File: src/csag_pkg.sv
// Shared constants and types of the clock-source event and AHB gating block.
// Assumes a single 100 MHz system clock and a simple strobe-based register port.
package csag_pkg;

    // Register port geometry.
    localparam int ADDR_W = 8;
    localparam int DATA_W = 32;

    // Register byte offsets.
    localparam logic [ADDR_W-1:0] OFS_IRQ_EN = 8'h0C;
    localparam logic [ADDR_W-1:0] OFS_FLAGS = 8'h10;
    localparam logic [ADDR_W-1:0] OFS_CLEAR = 8'h14;
    localparam logic [ADDR_W-1:0] OFS_HS_CTRL = 8'h1C;
    localparam logic [ADDR_W-1:0] OFS_AHB = 8'h30;

    // Unlock key carried in the upper half of an enable register write.
    localparam int KEY_LSB = 16;
    localparam logic [15:0] IRQ_KEY = 16'h5A5A;

    // Event bit positions shared by enable, flag and clear registers.
    localparam int EV_W = 9;
    localparam int BIT_HS_RUN_FAIL = 8;
    localparam int BIT_LS_RUN_FAIL = 7;
    localparam int BIT_HS_START_FAIL = 6;
    localparam int BIT_LS_START_FAIL = 5;
    localparam int BIT_LS_EXT_RDY = 4;
    localparam int BIT_LS_INT_RDY = 3;
    localparam int BIT_HS_EXT_RDY = 1;
    localparam int BIT_HS_INT_RDY = 0;
    localparam logic [EV_W-1:0] EVENT_MASK = 9'h1FB;
    localparam logic [EV_W-1:0] FAULT_MASK = 9'h180;
    localparam logic [EV_W-1:0] GLOBAL_MASK = 9'h07B;

    // Live stable status positions in the flag register.
    localparam int BIT_LS_EXT_LIVE = 15;
    localparam int BIT_LS_INT_LIVE = 14;
    localparam int BIT_HS_EXT_LIVE = 12;
    localparam int BIT_HS_INT_LIVE = 11;

    // Reset values.
    localparam logic [EV_W-1:0] IRQ_EN_RST = 9'h000;
    localparam logic [EV_W-1:0] FLAGS_EV_RST = 9'h001;
    localparam logic [3:0] LIVE_RST = 4'h1;
    localparam logic [DATA_W-1:0] FLAGS_RST = 32'h0000_0801;
    localparam logic [DATA_W-1:0] CLEAR_READ = 32'h0000_01FF;
    localparam logic [6:0] AHB_RST = 7'h00;
    localparam logic [5:0] OSC_RST = 6'h01;

    // AHB enable bit positions.
    localparam int BIT_PORT_F = 9;
    localparam int BIT_PORT_C = 6;
    localparam int BIT_PORT_B = 5;
    localparam int BIT_PORT_A = 4;
    localparam int BIT_CRC = 2;
    localparam int BIT_FLASH = 1;
    localparam int BIT_DMA = 0;

    // High-speed external control register fields.
    localparam int BIT_HS_ON = 0;
    localparam int WAIT_LSB = 4;
    localparam logic [1:0] WAIT_SEL_RST = 2'h0;

    // Oscillator cycles counted before a stable verdict, per selection.
    localparam int HS_WAIT_CYC0 = 8192;
    localparam int HS_WAIT_CYC1 = 32768;
    localparam int HS_WAIT_CYC2 = 131072;
    localparam int HS_WAIT_CYC3 = 262144;
    localparam int OSC_CNT_W = 19;

    // Timing limits in their own units and as system clock cycles.
    localparam int CLK_PERIOD_NS = 10;
    localparam int STARTUP_LIMIT_MS = 65;
    localparam int STARTUP_LIMIT_CYC = STARTUP_LIMIT_MS * 1000000 / CLK_PERIOD_NS;
    localparam int RUN_MISS_NS = 1000;
    localparam int RUN_MISS_CYC = RUN_MISS_NS / CLK_PERIOD_NS;
    localparam int TIME_CNT_W = 24;

    // Register port request.
    typedef struct packed {
        logic [ADDR_W-1:0] addr;
        logic [DATA_W-1:0] wdata;
        logic wr;
        logic rd;
    } csag_bus_t;

    // Raw oscillator indications from the analog side.
    typedef struct packed {
        logic hs_ext_osc;
        logic ls_ext_run_fail;
        logic ls_ext_startup_fail;
        logic ls_int_stable;
        logic ls_ext_stable;
        logic hs_int_stable;
    } csag_osc_t;

    // AHB clock enables; each covers both clocks except flash (config only).
    typedef struct packed {
        logic port_f_clock_en;
        logic port_c_clock_en;
        logic port_b_clock_en;
        logic port_a_clock_en;
        logic crc_clock_en;
        logic flash_cfg_clock_en;
        logic dma_clock_en;
    } csag_gate_t;

    typedef enum logic [1:0] {HS_OFF, HS_COUNT, HS_RUN, HS_HALT} csag_hs_state_t;

    // Whole state of the block.
    typedef struct packed {
        csag_osc_t sync1;
        csag_osc_t sync2;
        csag_osc_t prev;
        logic [EV_W-1:0] irq_en;
        logic [EV_W-1:0] flags;
        logic [3:0] live;
        csag_gate_t gate;
        logic hs_on;
        logic [1:0] wait_sel;
        csag_hs_state_t hs_state;
        logic [OSC_CNT_W-1:0] osc_cnt;
        logic [TIME_CNT_W-1:0] time_cnt;
        logic [DATA_W-1:0] rdata;
        logic fault_irq;
        logic global_irq;
    } csag_state_t;

endpackage : csag_pkg

File: src/csag_top.sv
// Clock-source event flags, their two interrupt lines and AHB clock gating.
// Assumes oscillator indications arrive asynchronously and are synchronised here.
`timescale 1ns/1ps

// How it works
// - Enable register writes apply only with key 0x5A5A in bits 31:16.
// - Enable bits 8 and 7 gate high/low external run-failure interrupts.
// - Enable bits 6 and 5 gate high/low external start-up failure interrupts.
// - Enable bits 4,3,1,0 gate stable interrupts; bit 2 reserved.
// - Run failures go to the fault line, other events to the global line.
// - Flag bits 15,14,12,11 show live stability, hardware only.
// - After reset flags read 0x801: high-speed internal stable status and flag.
// - Flag bits 8/7 set when an external oscillator stops while running.
// - Flag bits 6/5 set when an external oscillator start-up fails.
// - Flag bits 4,3,1,0 set when an oscillator becomes stable.
// - Writing 0 to clear bits 8:0 clears a flag; bits read as 1.
// - AHB bits 9,6,5,4 enable both clocks of four ports.
// - AHB bits 2 and 0 enable both clocks of checksum and DMA units.
// - AHB bit 1 enables only the flash configuration clock.
// - All AHB clock enables are zero after reset.
// - High-speed external check counts 8192/32768/131072/262144 cycles by selection.
module csag_top #(
    parameter int HS_WAIT_0 = csag_pkg::HS_WAIT_CYC0,
    parameter int HS_WAIT_1 = csag_pkg::HS_WAIT_CYC1,
    parameter int HS_WAIT_2 = csag_pkg::HS_WAIT_CYC2,
    parameter int HS_WAIT_3 = csag_pkg::HS_WAIT_CYC3,
    parameter int STARTUP_LIMIT = csag_pkg::STARTUP_LIMIT_CYC
) (
    // Clock and reset.
    input wire logic clk,
    input wire logic rst_b,
    // Register port.
    input wire csag_pkg::csag_bus_t bus,
    output logic [csag_pkg::DATA_W-1:0] rdata,
    // Oscillator indications and control.
    input wire csag_pkg::csag_osc_t osc,
    output logic hs_ext_osc_on,
    // Peripheral clock enables.
    output csag_pkg::csag_gate_t gate,
    // Interrupt lines.
    output logic fault_irq,
    output logic global_irq
);
    import csag_pkg::*;

    csag_state_t st_reg;
    csag_state_t st_next;
    logic [EV_W-1:0] ev;
    logic [EV_W-1:0] clr;
    logic [OSC_CNT_W-1:0] wait_target;
    logic tick;
    logic wr_irq_en;
    logic key_ok;

    // Selected oscillator cycle target for the high-speed external check.
    always_comb begin
        case (st_reg.wait_sel)
            2'h0: wait_target = OSC_CNT_W'(HS_WAIT_0);
            2'h1: wait_target = OSC_CNT_W'(HS_WAIT_1);
            2'h2: wait_target = OSC_CNT_W'(HS_WAIT_2);
            default: wait_target = OSC_CNT_W'(HS_WAIT_3);
        endcase
    end

    // Decoded write conditions and the oscillator tick for the checks; key_ok and tick also feed the next-state logic.
    assign wr_irq_en = bus.wr && (bus.addr == OFS_IRQ_EN);
    assign key_ok = (bus.wdata[DATA_W-1:KEY_LSB] == IRQ_KEY);
    assign tick = st_reg.sync2.hs_ext_osc && !st_reg.prev.hs_ext_osc;

    // Next state of the whole block.
    always_comb begin
        st_next = st_reg;
        ev = '0;
        clr = '0;

        // Two-stage synchroniser; only the second stage feeds edge detection.
        st_next.sync1 = osc;
        st_next.sync2 = st_reg.sync1;
        st_next.prev = st_reg.sync2;

        // High-speed external start-up and run supervision.
        case (st_reg.hs_state)
            HS_OFF: begin
                st_next.osc_cnt = '0;
                st_next.time_cnt = '0;
                if (st_reg.hs_on) begin
                    st_next.hs_state = HS_COUNT;
                end
            end
            HS_COUNT: begin
                if (!st_reg.hs_on) begin
                    st_next.hs_state = HS_OFF;
                end else if (tick && (st_reg.osc_cnt == wait_target - 1'b1)) begin
                    st_next.hs_state = HS_RUN;
                    st_next.time_cnt = '0;
                    ev[BIT_HS_EXT_RDY] = 1'b1;
                end else if (st_reg.time_cnt == TIME_CNT_W'(STARTUP_LIMIT - 1)) begin
                    st_next.hs_state = HS_HALT;
                    ev[BIT_HS_START_FAIL] = 1'b1;
                end else begin
                    st_next.time_cnt = st_reg.time_cnt + 1'b1;
                    if (tick) begin
                        st_next.osc_cnt = st_reg.osc_cnt + 1'b1;
                    end
                end
            end
            HS_RUN: begin
                if (!st_reg.hs_on) begin
                    st_next.hs_state = HS_OFF;
                end else if (tick) begin
                    st_next.time_cnt = '0;
                end else if (st_reg.time_cnt == TIME_CNT_W'(RUN_MISS_CYC - 1)) begin
                    st_next.hs_state = HS_HALT;
                    ev[BIT_HS_RUN_FAIL] = 1'b1;
                end else begin
                    st_next.time_cnt = st_reg.time_cnt + 1'b1;
                end
            end
            HS_HALT: begin
                // A failed oscillator waits for software to switch it off first.
                if (!st_reg.hs_on) begin
                    st_next.hs_state = HS_OFF;
                end
            end
            default: begin
                st_next.hs_state = HS_OFF;
            end
        endcase

        ev[BIT_LS_EXT_RDY] = st_reg.sync2.ls_ext_stable && !st_reg.prev.ls_ext_stable;
        ev[BIT_LS_INT_RDY] = st_reg.sync2.ls_int_stable && !st_reg.prev.ls_int_stable;
        ev[BIT_HS_INT_RDY] = st_reg.sync2.hs_int_stable && !st_reg.prev.hs_int_stable;
        ev[BIT_LS_RUN_FAIL] = st_reg.sync2.ls_ext_run_fail && !st_reg.prev.ls_ext_run_fail;
        ev[BIT_LS_START_FAIL] = st_reg.sync2.ls_ext_startup_fail
            && !st_reg.prev.ls_ext_startup_fail;

        st_next.live[3] = st_reg.sync2.ls_ext_stable;
        st_next.live[2] = st_reg.sync2.ls_int_stable;
        st_next.live[1] = (st_reg.hs_state == HS_RUN);
        st_next.live[0] = st_reg.sync2.hs_int_stable;

        // Register writes.
        if (bus.wr) begin
            case (bus.addr)
                OFS_IRQ_EN: begin
                    if (key_ok) begin
                        st_next.irq_en = bus.wdata[EV_W-1:0] & EVENT_MASK;
                    end
                end
                OFS_CLEAR: begin
                    clr = ~bus.wdata[EV_W-1:0] & EVENT_MASK;
                end
                OFS_HS_CTRL: begin
                    st_next.hs_on = bus.wdata[BIT_HS_ON];
                    st_next.wait_sel = bus.wdata[WAIT_LSB+1:WAIT_LSB];
                end
                OFS_AHB: begin
                    st_next.gate.port_f_clock_en = bus.wdata[BIT_PORT_F];
                    st_next.gate.port_c_clock_en = bus.wdata[BIT_PORT_C];
                    st_next.gate.port_b_clock_en = bus.wdata[BIT_PORT_B];
                    st_next.gate.port_a_clock_en = bus.wdata[BIT_PORT_A];
                    st_next.gate.crc_clock_en = bus.wdata[BIT_CRC];
                    st_next.gate.dma_clock_en = bus.wdata[BIT_DMA];
                    st_next.gate.flash_cfg_clock_en = bus.wdata[BIT_FLASH];
                end
                default: begin
                end
            endcase
        end

        st_next.flags = (st_reg.flags & ~clr) | ev;

        st_next.fault_irq = |(st_next.flags & st_next.irq_en & FAULT_MASK);
        st_next.global_irq = |(st_next.flags & st_next.irq_en & GLOBAL_MASK);

        // Read data stand only in the cycle after the strobe; unmapped reads zero.
        st_next.rdata = '0;
        if (bus.rd) begin
            case (bus.addr)
                OFS_IRQ_EN: st_next.rdata = {{(DATA_W-EV_W){1'b0}}, st_reg.irq_en};
                OFS_FLAGS: begin
                    st_next.rdata[EV_W-1:0] = st_reg.flags;
                    st_next.rdata[BIT_LS_EXT_LIVE] = st_reg.live[3];
                    st_next.rdata[BIT_LS_INT_LIVE] = st_reg.live[2];
                    st_next.rdata[BIT_HS_EXT_LIVE] = st_reg.live[1];
                    st_next.rdata[BIT_HS_INT_LIVE] = st_reg.live[0];
                end
                OFS_CLEAR: st_next.rdata = CLEAR_READ;
                OFS_HS_CTRL: begin
                    st_next.rdata[BIT_HS_ON] = st_reg.hs_on;
                    st_next.rdata[WAIT_LSB+1:WAIT_LSB] = st_reg.wait_sel;
                end
                OFS_AHB: begin
                    st_next.rdata[BIT_PORT_F] = st_reg.gate.port_f_clock_en;
                    st_next.rdata[BIT_PORT_C] = st_reg.gate.port_c_clock_en;
                    st_next.rdata[BIT_PORT_B] = st_reg.gate.port_b_clock_en;
                    st_next.rdata[BIT_PORT_A] = st_reg.gate.port_a_clock_en;
                    st_next.rdata[BIT_CRC] = st_reg.gate.crc_clock_en;
                    st_next.rdata[BIT_FLASH] = st_reg.gate.flash_cfg_clock_en;
                    st_next.rdata[BIT_DMA] = st_reg.gate.dma_clock_en;
                end
                default: st_next.rdata = '0;
            endcase
        end
    end

    // State register; the synchroniser resets to the idle oscillator levels.
    always_ff @(posedge clk or negedge rst_b) begin
        if (!rst_b) begin
            st_reg.sync1 <= OSC_RST;
            st_reg.sync2 <= OSC_RST;
            st_reg.prev <= OSC_RST;
            st_reg.irq_en <= IRQ_EN_RST;
            st_reg.flags <= FLAGS_EV_RST;
            st_reg.live <= LIVE_RST;
            st_reg.gate <= AHB_RST;
            st_reg.hs_on <= 1'b0;
            st_reg.wait_sel <= WAIT_SEL_RST;
            st_reg.hs_state <= HS_OFF;
            st_reg.osc_cnt <= '0;
            st_reg.time_cnt <= '0;
            st_reg.rdata <= '0;
            st_reg.fault_irq <= 1'b0;
            st_reg.global_irq <= 1'b0;
        end else begin
            st_reg <= st_next;
        end
    end

    // Outputs straight from the state register.
    assign rdata = st_reg.rdata;
    assign gate = st_reg.gate;
    assign fault_irq = st_reg.fault_irq;
    assign global_irq = st_reg.global_irq;
    assign hs_ext_osc_on = st_reg.hs_on;
endmodule : csag_top

File: config.mk
export PLATFORM = sky130hd
export DESIGN_NAME = csag_top
export DESIGN_NICKNAME = d
export VERILOG_FILES = /design/src/csag_pkg.sv /design/src/csag_top.sv
export SDC_FILE = /design/constraint.sdc
export NUM_CORES = 1
export LEC_CHECK = 0
export ABC_AREA = 1
export BUFFER_PORTS_ARGS = -buffer_cell sky130_fd_sc_hd__buf_2
export CAP_MARGIN = 20
export CELL_PAD_IN_SITES_DETAIL_PLACEMENT = 1
export CELL_PAD_IN_SITES_GLOBAL_PLACEMENT = 2
export CORE_ASPECT_RATIO = 0.8
export CORE_MARGIN = 5
export CORE_UTILIZATION = 25
export CTS_CLUSTER_SIZE = 24
export DETAILED_ROUTE_END_ITERATION = 8
export GPL_TIMING_DRIVEN = 0
export PLACE_DENSITY_LB_ADDON = 0.1
export RECOVER_POWER = 25
export SYNTH_ARGS = -nofsm -noshare
export SYNTH_HDL_FRONTEND = slang
export SYNTH_SLANG_ARGS = --single-unit
File: constraint.sdc
create_clock -name clk -period 2.9 [get_ports clk]
set_input_delay 0.29 -clock clk [delete_from_list [all_inputs] [get_ports clk]]
set_output_delay 0.29 -clock clk [all_outputs]
set_load 0.03 [all_outputs]
==> results of run 1 <==
==> cell families after synthesis <==
| logic type | synth area share (%) |
|---|---|
| AOI/OAI and AO/OA | 5.28 |
| xor gates and xnor gates | 2.71 |
| adders and majority gates | 1.43 |
| buffers and inverters | 12.9 |
| DFF | 43.3 |
| muxes | 0.367 |
| other | 0.0612 |
| and+or+nand+nor | 33.9 |
==> cells in the final DEF (no fill, tap or decap), drive strengths merged, types with 3 or more instances in the layout <==
master  instances
nor4            3
dfrtp         102
nor2          107
nor3           20
clkbuf         17
xor2           16
ha              7
nand2         243
a41oi           3
inv           109
xnor2           3
a21oi          13
nand3b          3
o21ai          34
nand4          23
nand3          75
buf           115
dfstp           4
conb           18
clkinv          4
==> repair_timing <==
| action | in CTS | in global routing |
|---|---|---|
| hold buffers | 1 | 0 |
| endpoints found under the hold margin | 45 | 0 |
| endpoints found under the setup margin | 0 | 0 |
==> worst paths after layout <==
path	depth (start not counted)	to	slack, ps
max in group asynchronous	3	rdata[6]	1180
hold reg to reg	0	st_next[114]	350
hold / removal	1	st_next[119]	30
setup / recovery	8	st_reg[65]	470
min in group asynchronous	2	st_reg[46]	770
setup reg to reg	8	st_reg[65]	470
==> worst max-delay path, delay by kind of cell (launching register included) <==
| kind | cells | cell delay [ps] |
|---|---|---|
| AND/OR/NAND/NOR | 3 | 380 |
| buffers and inverters | 4 | 1220 |
| flip-flops | 1 | 450 |
| adder cells (fa/ha/maj) | 1 | 330 |
==> cells in the mapped netlist, drive strengths merged, types with 3 or more instances <==
cell and count:
nand2 243, nand3 75, inv 105, xnor2 3, nor3 20, ha 7, nor4 3, o21ai 34
dfstp 4, xor2 16, buf 50, a21oi 13, nand3b 3, nand4 23, clkbuf 6, a41oi 3
dfrtp 102, nor2 107
==> routing by layer <==
metal  wire length (um)  part of all wire, %  GRT usage [%]
met1              10200                   54           21.5
met2               7770                   41           20.7
met5                  0                    0              0
met4                183                 0.96           2.75
met3                903                  4.7           2.41
==> final cells by class <==
class / count / share of cell area (%)
plain buffers: 56 / 5.42
clock buffers: 9 / 3.11
clock inverters: 7 / 0.897
inverters: 106 / 5.49
multi-input cells: 578 / 37.9
flip-flops and latches: 106 / 36.7
well taps: 318 / 5.49
repair buffers: 68 / 5.06
==> stage by stage <==
step,setup WS (ps),instances,util [%],hold slack [ps]
3_3_place_gp,0.147,1230,28.6,332
5_1_grt,133,1248,29.9,7.31
6_report,474,1248,29.9,33.9
3_5_place_dp,447,1231,28.7,279
4_1_cts,423,1248,29.9,8.94
2_1_floorplan,1070,846,-,-5.59
==> report_power, final <==
part	total, mW	switching (mW)	internal (mW)
registers	1.57	0.0435	1.52
logic	0.785	0.587	0.198
clock network	1.25	0.645	0.605
==> results_dict.tcl, run 1 <==
set metrics [dict create \
    cts.sinks 106 \
    cts_tree "built" \
    synth_top_area_share_pct 41.6 \
    grt_max_degree 58 \
    synthTopCellsByArea "dfrtp_1, nand2_1, inv_1" \
    cp-start-kind "register" \
    yosysWarnings 0 \
    fmax_ghz 0.412 \
    wl_per_cell_um 15.3 \
    cts.repair.resized 0 \
    design_area_mm2 0.00725 \
    syn_area_per_cell_um2 7.40 \
    yosysUniqueCellTypes 41 \
    ir_drop_uv 266 \
    drtIter0Drc 198 \
    grt_pass1_wl_mm 30.7 \
    hold_violations 0 \
    synth_seq_cells 106 \
    grt.overflow.total 0 \
    end_kind "register" \
    core_mm2 0.0242 \
    syn-instance-count 829 \
    drc 0 \
    portBuffers 66 \
    worst-path-max-fanout 10 \
    cts_root_buf "clkbuf_16" \
    totalWireLength_mm 19.1 \
    largest_reg_flops 70 \
    numCtsBuffers 9 \
    cts_buffer_depth 2 \
    slowest_stage "dfrtp_1" \
    tightest_slew_ps 1400 \
    die_area_mm2 0.0278 \
    crit_start "st_reg[78]" \
    r2r-start "st_reg[78]" \
    slew_headroom_pct 6.75 \
    worstHoldStart "osc[2]" \
    drv_cap 0 \
    first_global_vias 5508 \
    path_cells "inv_1, ha_1, clkinv_1, nand2_1, clkbuf_1, buf_2, nand3_1, nand2_1" \
    drive_above_1_share_pct 17.2 \
    synthesis.area_mm2 0.00613 \
    die_h_um 150 \
    area_delta_synth_final_pct 18.2 \
    crit_arrival_ps 2720 \
    min_path_type "in -> reg" \
    path_common_cell "nand2_1" \
    cts_setup_buffers 0 \
    path_clk_slew_ps 80 \
    grt_usage_pct 14.0 \
    ys_seq_area_share_pct 43.3 \
    fin_crit_sh_pct 83.7 \
    dr.pass1.iters 4 \
    synth-edff-count 0 \
    period_needed_ps 2430 \
    ff_latch_area_mm2 0.00266 \
    vias_per_cell 4.32 \
    maxSlewViolCount 0 \
    antenna_found_initial 0 \
    gp_congestion 0.772 \
    clk_latency_ps 360 \
    cellLeakagePower_nw 3.65 \
    finalClockSkew_ps 11.6 \
    power.density_mw_per_mm2 497 \
    synth_flop_cell "dfrtp_1" \
    ant_nets 0 \
    num_io_pins 92 \
    initial_utilization_pct 25.3 \
    required_ps 3200 \
    multi_input_area_mm2 0.00275 \
    num-fill-cells 3031 \
    synthArstFlopShare_pct 100 \
    rsz0062_at_grt "no" \
    htreeDepth 3 \
    cpPeakStageDelay_ps 450 \
    yosys.area.top_type "dfrtp_1" \
    p_total_mw 3.60 \
    timing.setup.tns_ps 0 \
    vias 5397 \
    antenna_cells 0 \
    nets 982 \
    status "complete, no violations" \
    post_dp_cell_area_mm2 0.00696 \
    setup.worst_path.class "reg -> reg" \
    final-setup-viol-count 0 \
    die_x_um 185 \
    hpwl_mm 14.7 \
    num_rows 51 \
]
(Power assumes the default switching activity.)
==> inputs of run 2 (changes only) <==
Clock period 2.9 ns to 2.1 ns, I/O delays scaled along.
==> run 2 against run 1 <==
  * Via count up 2.7%
  * Final cell count increased by 2.2%
  * Sequential share of layout area decreased by 1.6 points
  * Worst hold slack improved by 44 ps
  * Design area increased by 4.9%
  * Wire length is 2.4% higher
  * Critical endpoint is now st_reg[45]
  * Largest power group unchanged
  * Highest routed layer unchanged
==> results_dict.tcl, run 2 (synthesis gave the netlist of run 1 again) <==
set metrics [dict create \
    drv_cap 0 \
    die_h_um 150 \
    die_area_mm2 0.0278 \
    p_switching_mw 1.87 \
    cts_buffer_depth 2 \
    core_mm2 0.0242 \
    fin_crit_sh_pct 94.5 \
    power.density_mw_per_mm2 692 \
    numCtsBuffers 9 \
    p_total_mw 5.26 \
    endpoint "st_reg[45]" \
    final-setup-viol-count 0 \
    htreeDepth 3 \
    final_cell_mix "nand2_1, inv_1, dfrtp_1, nor2_1, nand3_1" \
    p_int_mw 3.40 \
    cts.sinks 106 \
    r2r_end "st_reg[45]" \
    cts_tree "built" \
    pwr-share-clk_pct 32.9 \
    first_global_vias 5566 \
    clk_latency_ps 360 \
    area_delta_synth_final_pct 24.1 \
    antenna_found_initial 0 \
    swShare_pct 35.5 \
    p_seq_share_pct 41.1 \
    rsz0062_at_grt "yes" \
    required_ps 2380 \
    hpwl_mm 14.7 \
    cellLeakagePower_nw 3.82 \
    finalClockSkew_ps 11.6 \
    initial_utilization_pct 25.3 \
    met3_length_um 960 \
    vias 5545 \
    grt.overflow.total 0 \
    maxSlewViolCount 0 \
    largest_reg_flops 70 \
    wl_per_cell_um 15.3 \
    num-fill-cells 3026 \
    top_layer_used "met4" \
    min_path_type "in -> reg" \
    cp-start-kind "register" \
    layout.cells.most_common "nand2_1" \
    crit_start "st_reg[59]" \
    die_x_um 185 \
    crit_arrival_ps 2270 \
    ff_latch_area_mm2 0.00266 \
    drive_above_1_share_pct 21.2 \
    status "complete, no violations" \
    setup_slack_ps 115 \
    wl_met2_mm 8.12 \
    ff2ff_setup_slack_ps 110 \
    totalWireLength_mm 19.5 \
    hold_slack_ps 77.7 \
    grt_pass1_wl_mm 30.8 \
    grt_usage_pct 14.1 \
    pre_cts_ws_ps -353 \
    wl_met1_mm 10.3 \
    drtIter0Drc 218 \
    period_needed_ps 1990 \
    min_path_cells 2 \
    path_clk_slew_ps 80 \
    drc 0 \
    pwr-share-comb_pct 26.0 \
    end_kind "register" \
    num_rows 51 \
    vias_per_cell 4.35 \
    reg2reg_depth 12 \
    setup.worst_path.class "reg -> reg" \
    r2r-start "st_reg[59]" \
    hold_violations 0 \
    dr.pass1.iters 4 \
    gp_congestion 0.772 \
    grt_max_degree 58 \
    portBuffers 66 \
    ir_drop_uv 373 \
    nets 1009 \
    multi_input_area_mm2 0.00285 \
    tightest_slew_ps 1390 \
    post_dp_cell_area_mm2 0.00696 \
    fmax_ghz 0.504 \
    slew_headroom_pct 7.21 \
    ant_nets 0 \
    num_io_pins 92 \
    cts_root_buf "clkbuf_16" \
    design_area_mm2 0.00761 \
    worst-path-max-fanout 5 \
]
## run 2: worst min path at each step
stage,to,slack (ps),startpoint
2_1_floorplan,fault_irq,-90,rst_b
3_3_place_gp,st_next[117],320,osc[0]
3_5_place_dp,st_reg[46],200,rst_b
4_1_cts,gate[2],60,bus[4]
5_1_grt,gate[2],60,bus[4]
6_report,gate[6],80,bus[11]
## run 2: worst max-delay path, cell delays in order, from the launching register on
cell and delay (ps):
dfrtp_2 390, ha_4 160, nand2_2 70, nor2_4 190, nand2_4 90, nor2_4 160
nand4_4 150, nand3_4 170, buf_4 150, nand3_1 140, nand2_1 100, nand2_1 50
nor2_1 90
## run 2: power groups by stage
stage	registers (mW)	clock network, mW	logic (mW)
final	2.16	1.73	1.37
after global routing	2.17	1.89	1.53
after CTS	2.16	1.81	1.22
after detailed placement	2.21	0	1.12
after global placement	2.21	0	1.11
after floorplan	2.19	0	0.708
## run 2: timing repair
item                       CTS  global route
hold endpoints to repair    51             0
cloned                       0             1
setup buffers                5            15
pin swaps                    1            11
hold buffers                 7             0
gates resized for setup     14            33
setup endpoints to repair   44            35
## run 2: metrics by stage
step,std cells,TNS [ps],util [%]
3_5_place_dp,1231,-8810,28.7
5_1_grt,1275,-33.6,31.4
3_3_place_gp,1230,-82680,28.6
6_report,1276,0,31.4
2_1_floorplan,846,0,-
4_1_cts,1259,0,30.5
## run 2: cell type report
cell class / instances / area share (%)
antenna: 1 / 0.0329
buffer: 56 / 5.51
clock buffer: 9 / 2.96
clock inverter: 7 / 0.855
inverter: 106 / 5.33
multi-input combinational: 579 / 37.5
sequential: 106 / 35.0
tap: 318 / 5.23
timing repair buffer: 94 / 7.58
## run 2: routing by layer
layer	GRT usage, %	up-vias
li1	-	2801
met1	21.6	2630
met2	20.9	100
met3	2.43	14
met4	2.64	0
met5	0	-
==> inputs of run 3 (changes only) <==
Settings changed: ABC_AREA 1 to not set, RECOVER_POWER 25 to not set.
==> run 3 against run 2 <==
  * The flow now finishes with violations (setup timing)
  * Via count is 18% lower
  * Wire length decreased by 14%
  * Die area fell by 7.8%
  * Final cell count down 22%
  * Sequential share of layout area rose by 0.58 points
  * Clock power about the same
  * Power grew 20%
  * Combinational power is 72% higher
  * Synthesized area shrank 8.2%
  * Register-to-register slack got worse by 350 ps
  * Critical path depth fell by 2
  * Largest power group is now combinational cells
  * Highest routed layer unchanged
==> results_dict.tcl, run 3 <==
set metrics [dict create \
    timing.setup.tns_ps -7650 \
    gp_congestion 0.742 \
    power.density_mw_per_mm2 842 \
    grt_usage_pct 13.4 \
    final-setup-viol-count 45 \
    fmax_ghz 0.428 \
    ff_latch_area_mm2 0.00267 \
    drc 0 \
    r2r_end "st_reg[57]" \
    synth_common_cells "dfrtp_1, nand2_1, nor2_1" \
    min_path_type "in -> reg" \
    path_clk_slew_ps 80 \
    status "complete, but fails checks" \
    cellLeakagePower_nw 3.35 \
    end_kind "register" \
    r2r-start "st_reg[79]" \
    num_rows 49 \
    multi_input_area_mm2 0.00279 \
    num_io_pins 92 \
    ff2ff_setup_slack_ps -240 \
    cts_tree "built" \
    violations "setup timing" \
    required_ps 2370 \
    cts_buffer_depth 2 \
    first_global_vias 4775 \
    yosys.area.top_type "dfrtp_1" \
    p_total_mw 6.31 \
    die_h_um 144 \
    ys_seq_area_share_pct 47.2 \
    die_x_um 178 \
    htreeDepth 3 \
    totalWireLength_mm 16.8 \
    grt_pass1_wl_mm 26.9 \
    synth_most_common_cell "dfrtp_1" \
    crit_arrival_ps 2610 \
    vias 4558 \
    initial_utilization_pct 25.2 \
    area_delta_synth_final_pct 33.2 \
    min_path_cells 2 \
    ir_drop_uv 393 \
    portBuffers 67 \
    dr.pass1.iters 4 \
    synthArstFlopShare_pct 100 \
    grt_max_degree 81 \
    synthTopCellsByArea "dfrtp_1, buf_4, o31ai_2" \
    num-fill-cells 2580 \
    cts_root_buf "clkbuf_16" \
    yosysUniqueCellTypes 63 \
    pre_cts_ws_ps -432 \
    layout.cells.most_common "dfrtp_1" \
    yosysWarnings 0 \
    hold_violations 0 \
    drtIter0Drc 236 \
    synth_flop_cell "dfrtp_1" \
    syn_area_per_cell_um2 10.3 \
    clk_latency_ps 350 \
    fin_crit_sh_pct 111 \
    tightest_slew_ps 744 \
    rsz0062_at_grt "yes" \
    hold-path-endpoint "gate[2]" \
    drive_above_1_share_pct 39.0 \
    hpwl_mm 11.7 \
    period_needed_ps 2340 \
    worst-path-max-fanout 5 \
    drv_cap 0 \
    wl_per_cell_um 16.9 \
    synth-edff-count 0 \
    core_mm2 0.0223 \
    finalClockSkew_ps 8.91 \
    setup_slack_ps -235 \
    die_area_mm2 0.0256 \
    nets 741 \
    numCtsBuffers 9 \
    final_cell_mix "dfrtp_1, buf_4, buf_2, nand2_1, nor2_1" \
    slew_headroom_pct 50.0 \
    synth_top_area_share_pct 45.4 \
    cp-start-kind "register" \
    setup.worst_path.class "reg -> reg" \
    largest_reg_flops 70 \
    antenna_cells 0 \
    vias_per_cell 4.58 \
    ant_nets 0 \
    maxSlewViolCount 0 \
    grt.overflow.total 0 \
    antenna_found_initial 0 \
    reg2reg_depth 10 \
    syn-instance-count 544 \
    hold_slack_ps 88.6 \
    synthesis.area_mm2 0.00563 \
    synth_seq_cells 106 \
    cts.sinks 106 \
    worstHoldStart "bus[4]" \
]
[run 3: per-layer routing]
layer | vias to the layer above | track usage, % | part of all wire, %
met5 | - | 0 | 0
met4 | 0 | 2.73 | 0.71
met3 | 8 | 2.80 | 3.2
met2 | 71 | 21.5 | 47
met1 | 2290 | 18.7 | 50
li1 | 2189 | - | -
[run 3: logic make-up after synthesis]
kind of cell             synth area share (%)
AO/OA/AOI/OAI                            15.5
XOR/XNOR                                 2.65
adder cells (fa/ha/maj)                  1.56
buffers and inverters                    8.41
flip-flops                               47.2
multiplexers                             3.78
other                                  0.0666
AND/OR/NAND/NOR                          20.8
[run 3: what timing repair did]
item                                   in CTS  in global routing
hold buffers                                7                  0
pin swaps                                  33                 16
endpoints found under the hold margin      32                  0
gates cloned                                2                  0
setup endpoints to repair                  47                 54
resized for setup                          55                 22
setup buffers                              32                  5
[run 3: report_power, final]
part	switching, mW	leakage, nW	internal [mW]	total [mW]
sequential	0.0833	1.36	2.13	2.21
combinational	1.18	1.83	1.18	2.36
clock	0.893	0.149	0.850	1.74
[run 3: how the worst max path moves through the flow]
stage | startpoint | end | slack, ps | cells after the start
6_report | st_reg[79] | st_reg[57] | -240 | 10
5_1_grt | st_reg[46] | st_reg[46] | -360 | 8
4_1_cts | st_reg[52] | st_reg[63] | -260 | 9
3_5_place_dp | st_reg[78] | st_reg[63] | -430 | 11
3_3_place_gp | rst_b | st_reg[68] | -620 | 1
2_1_floorplan | st_reg[54] | st_reg[61] | -10 | 9
[run 3: per-stage QoR]
step	area [um2]	util, %	std cells
6_report	7490	33.6	995
5_1_grt	7490	33.6	995
4_1_cts	7380	33.1	990
3_5_place_dp	6460	28.9	935
3_3_place_gp	6420	28.8	934
2_1_floorplan	5710	-	561
[run 3: worst max-delay path: stages (launching register included)]
cell      delay, ps
dfrtp_1         400
nand2b_1        160
a32oi_2         330
nor4_4           90
nand4_1         200
a31oi_4         140
buf_4           170
or2_4           280
buf_12          130
buf_16          130
o31ai_4         220
[run 3: cell type report]
class | instances | area share, %
multi-input cells | 384 | 37.3
flip-flops and latches | 106 | 35.6
repair buffers | 114 | 10.7
plain buffers | 61 | 6.80
well taps | 306 | 5.11
clock buffers | 9 | 3.01
clock inverters | 7 | 1.12
inverters | 8 | 0.401
